### src/pkg/fbo_pkg.sv
// Purpose: constants and types for the parallel flash bus-cycle controller
// Assumes: 10 MHz clock, one cycle per 100 ns
// Notes:   cycle counts derive from times in ns and the clock period
package fbo_pkg;

	// -------------------------------------------------------------------
	// clock and timing
	// -------------------------------------------------------------------
	localparam int CLOCK_PERIOD_NS  = 100;
	localparam int ACCESS_TIME_NS   = 120;   // slowest grade access time
	localparam int WRITE_PULSE_NS   = 50;    // least write strobe low time
	localparam int RECOVERY_NS      = 100;   // least idle time between cycles
	localparam int RESET_PULSE_NS   = 500;   // least reset low time
	localparam int RESET_HIGH_NS    = 50;    // wait after reset release

	// round least times up, never below one cycle
	function automatic int fbo_cycles(input int t_ns);
		int c;
		c = (t_ns + CLOCK_PERIOD_NS - 1) / CLOCK_PERIOD_NS;
		return (c < 1) ? 1 : c;
	endfunction

	localparam int ACCESS_CYC   = fbo_cycles(ACCESS_TIME_NS);
	localparam int WRITE_CYC    = fbo_cycles(WRITE_PULSE_NS);
	localparam int RECOVERY_CYC = fbo_cycles(RECOVERY_NS);
	localparam int RESET_CYC    = fbo_cycles(RESET_PULSE_NS);
	localparam int RESET_H_CYC  = fbo_cycles(RESET_HIGH_NS);
	localparam int CNT_W        = 4;

	// -------------------------------------------------------------------
	// address layout and protection pins
	// -------------------------------------------------------------------
	localparam int ADDR_W       = 19;        // word address bits 18..0
	localparam int DATA_W       = 16;
	localparam int BIT_A6       = 6;
	localparam int BIT_A1       = 1;
	localparam int BIT_A0       = 0;
	localparam int BANK_MSB     = 18;
	localparam int BANK_LSB     = 15;
	localparam logic [3:0] TOP_BOOT_BANK = 4'hF;  // boot bank at high end
	localparam logic [3:0] BOT_BOOT_BANK = 4'h0;  // boot bank at low end

	// -------------------------------------------------------------------
	// host request kinds
	// -------------------------------------------------------------------
	typedef enum logic [2:0] {
		FBO_REQ_READ      = 3'h0,
		FBO_REQ_WRITE     = 3'h1,
		FBO_REQ_PROTECT   = 3'h2,
		FBO_REQ_UNPROTECT = 3'h3,
		FBO_REQ_RESET     = 3'h4
	} fbo_req_t;

	// controller states, gray along idle->setup->strobe->recover
	typedef enum logic [2:0] {
		FBO_IDLE    = 3'h0,
		FBO_SETUP   = 3'h1,
		FBO_STROBE  = 3'h3,
		FBO_RECOVER = 3'h2,
		FBO_RST_LOW = 3'h6,
		FBO_RST_WT  = 3'h7
	} fbo_state_t;

endpackage

### src/core/fbo_timer.sv
// Purpose: down counter for bus phase lengths
// Assumes: load and tick never needed in the same cycle by the caller
// Notes:   done is high while the count is zero
`timescale 1ns/1ps
module fbo_timer
	import fbo_pkg::*;
(
	// clock and reset
	input  wire logic             clock,
	input  wire logic             rst_n,
	// control
	input  wire logic             load,
	input  wire logic [CNT_W-1:0] load_value,
	// status
	output logic                  done
);

	logic [CNT_W-1:0] count;
	logic [CNT_W-1:0] next_count;

	// load has priority over counting down
	always_comb begin
		next_count = count;
		if (load) begin
			next_count = load_value;
		end else if (count != '0) begin
			next_count = count - 1'b1;
		end
	end

	always_ff @(posedge clock or negedge rst_n) begin
		if (!rst_n) begin
			count <= '0;
		end else begin
			count <= next_count;
		end
	end

	assign done = (count == '0);

endmodule

### src/core/fbo_host.sv
// Purpose: host side driver of an asynchronous parallel flash bus
// Assumes: pin inputs synchronous to clock; one request at a time
// Notes:   high voltage on the reset pin is a separate select output
`timescale 1ns/1ps

// Function
// - read: select and gate low, strobe high
// - write: strobe and select low, gate high
// - address 18..0 or 18..-1 in bytes
module fbo_host
	import fbo_pkg::*;
#(
	parameter logic TOP_BOOT = 1'b1
)
(
	// clock and reset
	input  wire logic              clock,
	input  wire logic              rst_n,
	// user request
	input  wire logic              req_valid,
	input  wire fbo_req_t          req_kind,
	input  wire logic [ADDR_W-1:0] req_addr,
	input  wire logic              req_low_byte,
	input  wire logic [DATA_W-1:0] req_wdata,
	input  wire logic              byte_mode,
	input  wire logic              temp_unprotect,
	output logic                   req_ready,
	output logic                   rsp_valid,
	output logic [DATA_W-1:0]      rsp_rdata,
	output logic                   rsp_boot_bank,
	// flash pins
	output logic [ADDR_W-1:0]      flash_addr,
	output logic [DATA_W-1:0]      flash_dq_out,
	output logic [DATA_W-1:0]      flash_dq_oe,
	input  wire logic [DATA_W-1:0] flash_dq_in,
	output logic                   flash_ce_n,
	output logic                   flash_oe_n,
	output logic                   flash_we_n,
	output logic                   flash_reset_n,
	output logic                   flash_high_voltage_level,
	output logic                   flash_word_mode
);

	// -------------------------------------------------------------------
	// helpers
	// -------------------------------------------------------------------
	// bank decode: boot bank at the top or bottom of the array
	function automatic logic fbo_is_boot(input logic [ADDR_W-1:0] a);
		logic [3:0] b;
		b = a[BANK_MSB:BANK_LSB];
		return TOP_BOOT ? (b == TOP_BOOT_BANK)
		                : (b == BOT_BOOT_BANK);
	endfunction

	// -------------------------------------------------------------------
	// state
	// -------------------------------------------------------------------
	fbo_state_t        state, next_state;
	fbo_req_t          kind, next_kind;
	logic [ADDR_W-1:0] addr_q, next_addr_q;
	logic [DATA_W-1:0] dq_out_q, next_dq_out_q;
	logic [DATA_W-1:0] dq_oe_q, next_dq_oe_q;
	logic              ce_n, next_ce_n;
	logic              oe_n, next_oe_n;
	logic              we_n, next_we_n;
	logic              rst_pin_n, next_rst_pin_n;
	logic              hv, next_hv;
	logic              word_q, next_word_q;
	logic              ready_q, next_ready_q;
	logic              rvalid_q, next_rvalid_q;
	logic [DATA_W-1:0] rdata_q, next_rdata_q;
	logic              boot_q, next_boot_q;
	logic              tmr_load;
	logic [CNT_W-1:0]  tmr_value;
	logic              tmr_done;

	fbo_timer u_timer (
		.clock      (clock),
		.rst_n      (rst_n),
		.load       (tmr_load),
		.load_value (tmr_value),
		.done       (tmr_done)
	);

	// -------------------------------------------------------------------
	// next-state logic
	// -------------------------------------------------------------------
	always_comb begin
		next_state     = state;
		next_kind      = kind;
		next_addr_q    = addr_q;
		next_dq_out_q  = dq_out_q;
		next_dq_oe_q   = dq_oe_q;
		next_ce_n      = ce_n;
		next_oe_n      = oe_n;
		next_we_n      = we_n;
		next_rst_pin_n = rst_pin_n;
		next_hv        = hv;
		next_word_q    = word_q;
		next_ready_q   = ready_q;
		next_rvalid_q  = 1'b0;
		next_rdata_q   = rdata_q;
		next_boot_q    = boot_q;
		tmr_load       = 1'b0;
		tmr_value      = '0;
		unique case (state)
			FBO_IDLE: begin
				// temporary unprotect holds high voltage between cycles
				next_hv = temp_unprotect;
				// let the device out of reset on the first idle edge
				if (!rst_pin_n) begin
					next_rst_pin_n = 1'b1;
				end
				if (req_valid && ready_q) begin
					next_ready_q = 1'b0;
					next_kind    = req_kind;
					next_word_q  = !byte_mode;
					next_addr_q  = req_addr;
					next_boot_q  = fbo_is_boot(req_addr);
					// byte mode: pin 15 carries the low address bit
					next_dq_out_q = req_wdata;
					next_dq_oe_q  = '0;
					if (byte_mode) begin
						next_dq_out_q[DATA_W-1] = req_low_byte;
						next_dq_out_q[14:8]     = 7'h00;
						next_dq_oe_q[DATA_W-1]  = 1'b1;
					end
					if (req_kind == FBO_REQ_PROTECT) begin
						next_addr_q[BIT_A6] = 1'b0;
						next_addr_q[BIT_A1] = 1'b1;
						next_addr_q[BIT_A0] = 1'b0;
						next_hv             = 1'b1;
					end else if (req_kind == FBO_REQ_UNPROTECT) begin
						next_addr_q[BIT_A6] = 1'b1;
						next_addr_q[BIT_A1] = 1'b1;
						next_addr_q[BIT_A0] = 1'b0;
						next_hv             = 1'b1;
					end
					if (req_kind == FBO_REQ_RESET) begin
						next_rst_pin_n = 1'b0;
						next_ce_n      = 1'b1;
						next_hv        = 1'b0;
						next_dq_oe_q   = '0;
						tmr_load       = 1'b1;
						tmr_value      = CNT_W'(RESET_CYC - 1);
						next_state     = FBO_RST_LOW;
					end else begin
						next_ce_n  = 1'b0;
						next_state = FBO_SETUP;
					end
				end
			end
			FBO_SETUP: begin
				tmr_load = 1'b1;
				if (kind == FBO_REQ_READ) begin
					// gate low, strobe high, data pins released but for pin 15 in byte mode
					next_oe_n    = 1'b0;
					// byte mode keeps pin 15 driven as low address bit
					next_dq_oe_q = word_q ? 16'h0000 : 16'h8000;
					tmr_value    = CNT_W'(ACCESS_CYC - 1);
				end else begin
					// drive data, strobe low, gate high
					next_we_n = 1'b0;
					if (word_q) begin
						next_dq_oe_q = '1;
					end else begin
						next_dq_oe_q = 16'h80FF;
					end
					tmr_value = CNT_W'(WRITE_CYC - 1);
				end
				next_state = FBO_STROBE;
			end
			FBO_STROBE: begin
				if (tmr_done) begin
					if (kind == FBO_REQ_READ) begin
						next_rvalid_q = 1'b1;
						// byte reads use only the low eight pins
						next_rdata_q = word_q ? flash_dq_in
						             : {8'h00, flash_dq_in[7:0]};
					end
					next_oe_n    = 1'b1;
					next_we_n    = 1'b1;
					next_ce_n    = 1'b1;
					next_dq_oe_q = '0;
					tmr_load     = 1'b1;
					tmr_value    = CNT_W'(RECOVERY_CYC - 1);
					next_state   = FBO_RECOVER;
				end
			end
			FBO_RECOVER: begin
				if (tmr_done) begin
					next_hv      = temp_unprotect;
					next_ready_q = 1'b1;
					next_state   = FBO_IDLE;
				end
			end
			FBO_RST_LOW: begin
				if (tmr_done) begin
					// device returns to reading array on release
					next_rst_pin_n = 1'b1;
					tmr_load       = 1'b1;
					tmr_value      = CNT_W'(RESET_H_CYC - 1);
					next_state     = FBO_RST_WT;
				end
			end
			FBO_RST_WT: begin
				if (tmr_done) begin
					next_ready_q = 1'b1;
					next_state   = FBO_IDLE;
				end
			end
			default: begin
				next_state = FBO_IDLE;
			end
		endcase
	end

	// -------------------------------------------------------------------
	// registers
	// -------------------------------------------------------------------
	always_ff @(posedge clock or negedge rst_n) begin
		if (!rst_n) begin
			state     <= FBO_IDLE;
			kind      <= FBO_REQ_READ;
			addr_q    <= '0;
			dq_out_q  <= '0;
			dq_oe_q   <= '0;
			ce_n      <= 1'b1;
			oe_n      <= 1'b1;
			we_n      <= 1'b1;
			rst_pin_n <= 1'b0; // device held in reset with the host
			hv        <= 1'b0;
			word_q    <= 1'b1;
			ready_q   <= 1'b1;
			rvalid_q  <= 1'b0;
			rdata_q   <= '0;
			boot_q    <= 1'b0;
		end else begin
			state     <= next_state;
			kind      <= next_kind;
			addr_q    <= next_addr_q;
			dq_out_q  <= next_dq_out_q;
			dq_oe_q   <= next_dq_oe_q;
			ce_n      <= next_ce_n;
			oe_n      <= next_oe_n;
			we_n      <= next_we_n;
			rst_pin_n <= next_rst_pin_n;
			hv        <= next_hv;
			word_q    <= next_word_q;
			ready_q   <= next_ready_q;
			rvalid_q  <= next_rvalid_q;
			rdata_q   <= next_rdata_q;
			boot_q    <= next_boot_q;
		end
	end

	// -------------------------------------------------------------------
	// outputs straight from flip-flops
	// -------------------------------------------------------------------
	assign req_ready                = ready_q;
	assign rsp_valid                = rvalid_q;
	assign rsp_rdata                = rdata_q;
	assign rsp_boot_bank            = boot_q;
	assign flash_addr               = addr_q;
	assign flash_dq_out             = dq_out_q;
	assign flash_dq_oe              = dq_oe_q;
	assign flash_ce_n               = ce_n;
	assign flash_oe_n               = oe_n;
	assign flash_we_n               = we_n;
	assign flash_reset_n            = rst_pin_n;
	assign flash_high_voltage_level = hv;
	assign flash_word_mode          = word_q;

endmodule

### config.mk
export PLATFORM = sky130hd
export DESIGN_NAME = fbo_host
export DESIGN_NICKNAME = d
export VERILOG_FILES = /design/src/pkg/fbo_pkg.sv /design/src/core/fbo_timer.sv /design/src/core/fbo_host.sv
export SDC_FILE = /design/constraint.sdc
export NUM_CORES = 1
export LEC_CHECK = 0
export BUFFER_PORTS_ARGS = -buffer_cell sky130_fd_sc_hd__buf_2
export CAP_MARGIN = 15
export CORE_UTILIZATION = 30
export DETAILED_ROUTE_END_ITERATION = 16
export SYNTH_ARGS = -nofsm -noshare
export SYNTH_HDL_FRONTEND = slang
export SYNTH_SLANG_ARGS = --single-unit
### constraint.sdc
create_clock -name clock -period 3.8 [get_ports clock]
set_clock_uncertainty 0.05 [all_clocks]
set_input_delay 0.19 -clock clock [delete_from_list [all_inputs] [get_ports clock]]
set_output_delay 0.19 -clock clock [all_outputs]
set_load 0.02 [all_outputs]
==> impl_metrics.tcl <==
set metrics [dict create \
    syn_nets 331 \
    worst-r2r-cell-count 5 \
    fillers 963 \
    routed_wl_mm 7.039 \
    num_rows 36 \
    rsz0062_at_grt "no" \
    slew_violations 0 \
    core_sq_um 9955 \
    final_common_cell "buf_2" \
    hp-class "in -> reg" \
    fin_crit_sh 0.5869 \
    syn_inst 270 \
    firstDrtPassIters 4 \
    ys_seq_area_frac 0.5848 \
    maxSlewHeadroom 0.3886 \
    setup_tns_ns 0 \
    start_util 0.3149 \
    path_max_fanout 25 \
    critPathLaunchType "register" \
    critical_path_arrival_ns 2.40 \
    cp_top_family "simple AND/OR/NAND/NOR gates" \
    grt_max_degree 74 \
    crit_type "reg -> reg" \
    drc 0 \
    gp_congestion 0.7905 \
    ys_top_cells_by_area "dfrtp_1 54%, mux2_2 14%, nand2_1 5.0%" \
    hpwl_mm 5.078 \
    antenna_found_initial 0 \
    crit_buf_inv 1 \
    area_delta_synth_final_pct 30.86 \
    synth_area_sq_um 3134 \
    tightest_slew_ns 0.9171 \
    ys_ff_latch 73 \
    clock_path_buffers 2 \
    post_cts_buffers 0 \
    slowest_delay_ns 0.55 \
    ys_warn_count 0 \
    power_leakage_nw 2.082 \
    hold_viol 0 \
    end_kind "register" \
    viasPerCell 4.490 \
    place_area_sq_um 3837 \
    wl_per_cell_um 13.26 \
    async_reset_ff_frac 1.000 \
    hold_depth 2 \
    synth_top_area_frac 0.5429 \
    drt_iter0_drc 76 \
    cts_tree "built" \
    setup_violations 0 \
    cts.htree.levels 3 \
    ys.flop_type "dfrtp_1" \
    yosys.area.top_type "dfrtp_1" \
    grt_pass1_wl_mm 11.78 \
    dieArea_sq_um 10860 \
    globalRoute.totalOverflow 0 \
    die_w_um 104.2 \
    crit_required_ns 3.97 \
    ant_nets 0 \
    ir_drop_v 0.0003921 \
    power_density_nw_per_um2 895.7 \
    status "finished clean" \
    cts_buffers 9 \
    vias 2384 \
    cts.root.buffer_cell "clkbuf_8" \
    crit_slowest_cell "nand4_2" \
    max-cap-violations 0 \
    track_usage 0.1370 \
    layout_common_cells "134 x buf_2, 68 x dfrtp_1, 42 x nand2_1, 38 x mux2_2, 22 x o21ai_0" \
    path_clk_slew_ns 0.08 \
    port-buffer-count 135 \
    clock_latency_ns 0.34 \
    worstPathCellList "inv_1, ha_1, nor3b_4, nand4_2, mux2_2" \
    synth_cell_type_count 43 \
    nNetsFinal 454 \
    first_global_vias 2375 \
    cts.sinks 73 \
    die_height_um 104.2 \
    utilization 0.4120 \
    max_freq_mhz 448.4 \
    design_area_sq_um 4101 \
    crit_cells 5 \
    drive_above_1_share 0.5025 \
    diodes 0 \
    period_minus_slack_ns 2.230 \
    pin_count 136 \
    postSynthAreaPerCell_sq_um 11.61 \
    synth-edff-count 0 \
]
final cells by class:
type,count,area (sq um),share of cell area
clock buffers,11,141.4,0.03447
clock inverters,5,102.6,0.02502
inverters,8,30.03,0.007322
multi-input cells,163,1122,0.2736
flip-flops and latches,73,1833,0.4469
well taps,133,166.4,0.04057
repair buffers,138,705.7,0.1721
state kept, by name, indices dropped and copies added, names as in the netlist:
register	flops
flash_addr	19
flash_dq_out	16
rsp_rdata	16
u_timer.count	4
flash_dq_oe	3
kind	3
state	3
flash_ce_n	1
flash_high_voltage_level	1
flash_oe_n	1
flash_reset_n	1
flash_we_n	1
flash_word_mode	1
req_ready	1
rsp_boot_bank	1
rsp_valid	1
logic make-up (layout without fill, tap and decap cells):
family	after synthesis	after routing	synth area share
multiplexers	40	40	0.1429
AO/OA/AOI/OAI	45	45	0.08942
buffers and inverters	34	162	0.05868
AND/OR/NAND/NOR	76	76	0.1174
XOR/XNOR	1	1	0.002795
adder cells (fa/ha/maj)	1	1	0.003991
flip-flops	73	73	0.5848
metal layers:
metal	global-route usage	part of all wire	up-vias
li1	-	-	1152
met1	0.1727	0.45	1142
met3	0.03258	0.049	8
met2	0.2276	0.49	82
met4	0.05102	0.012	0
met5	0	0	-
power breakdown:
group | leakage, nW | total, W | internal, W | switching (W)
registers | 0.877 | 0.00140 | 0.00116 | 0.000242
logic | 1.09 | 0.00153 | 0.000616 | 0.000914
clock network | 0.120 | 0.000746 | 0.000454 | 0.000292
total | 2.08 | 0.00367 | 0.00222 | 0.00145
Yosys cell counts, types with 3 or more instances:
library cell	number
nand2_1	42
clkbuf_1	6
nand3_1	3
dfstp_2	5
o21ai_0	22
a21oi_1	6
dfrtp_1	68
nor2_1	8
nor3_1	3
mux2_2	38
nor3b_1	3
or3_1	3
nand2b_1	3
buf_4	13
inv_1	8
buf_2	5
timing repair:
| item | in CTS | in global routing |
|---|---|---|
| resized for setup | 0 | 0 |
| hold buffers | 2 | 0 |
| endpoints found under the hold margin | 69 | 0 |
metrics by stage:
stage               hold WS [ns]  setup slack (ns)  instances  power (W)
detailed placement        0.3507             1.589        513   0.002970
global placement          0.3470             1.639        513   0.002933
CTS                     0.008367             1.561        531   0.003727
global route             0.01195             1.355        531   0.003909
floorplan                -0.1556             1.944        270   0.002489
finish                   0.02670             1.570        531   0.003674
worst paths after layout:
kind / from / to / slack, ns
min reg2reg: flash_dq_out[9] / flash_dq_out[9] / 0.43
max: u_timer.count[0] / rsp_rdata[6] / 1.57
max reg2reg: u_timer.count[0] / rsp_rdata[6] / 1.57
min in group asynchronous: rst_n / flash_dq_oe[14] / 0.48
min: flash_dq_in[2] / rsp_rdata[2] / 0.03
max in group asynchronous: rst_n / rsp_rdata[9] / 2.62
Power figures use the tool's default switching activity.
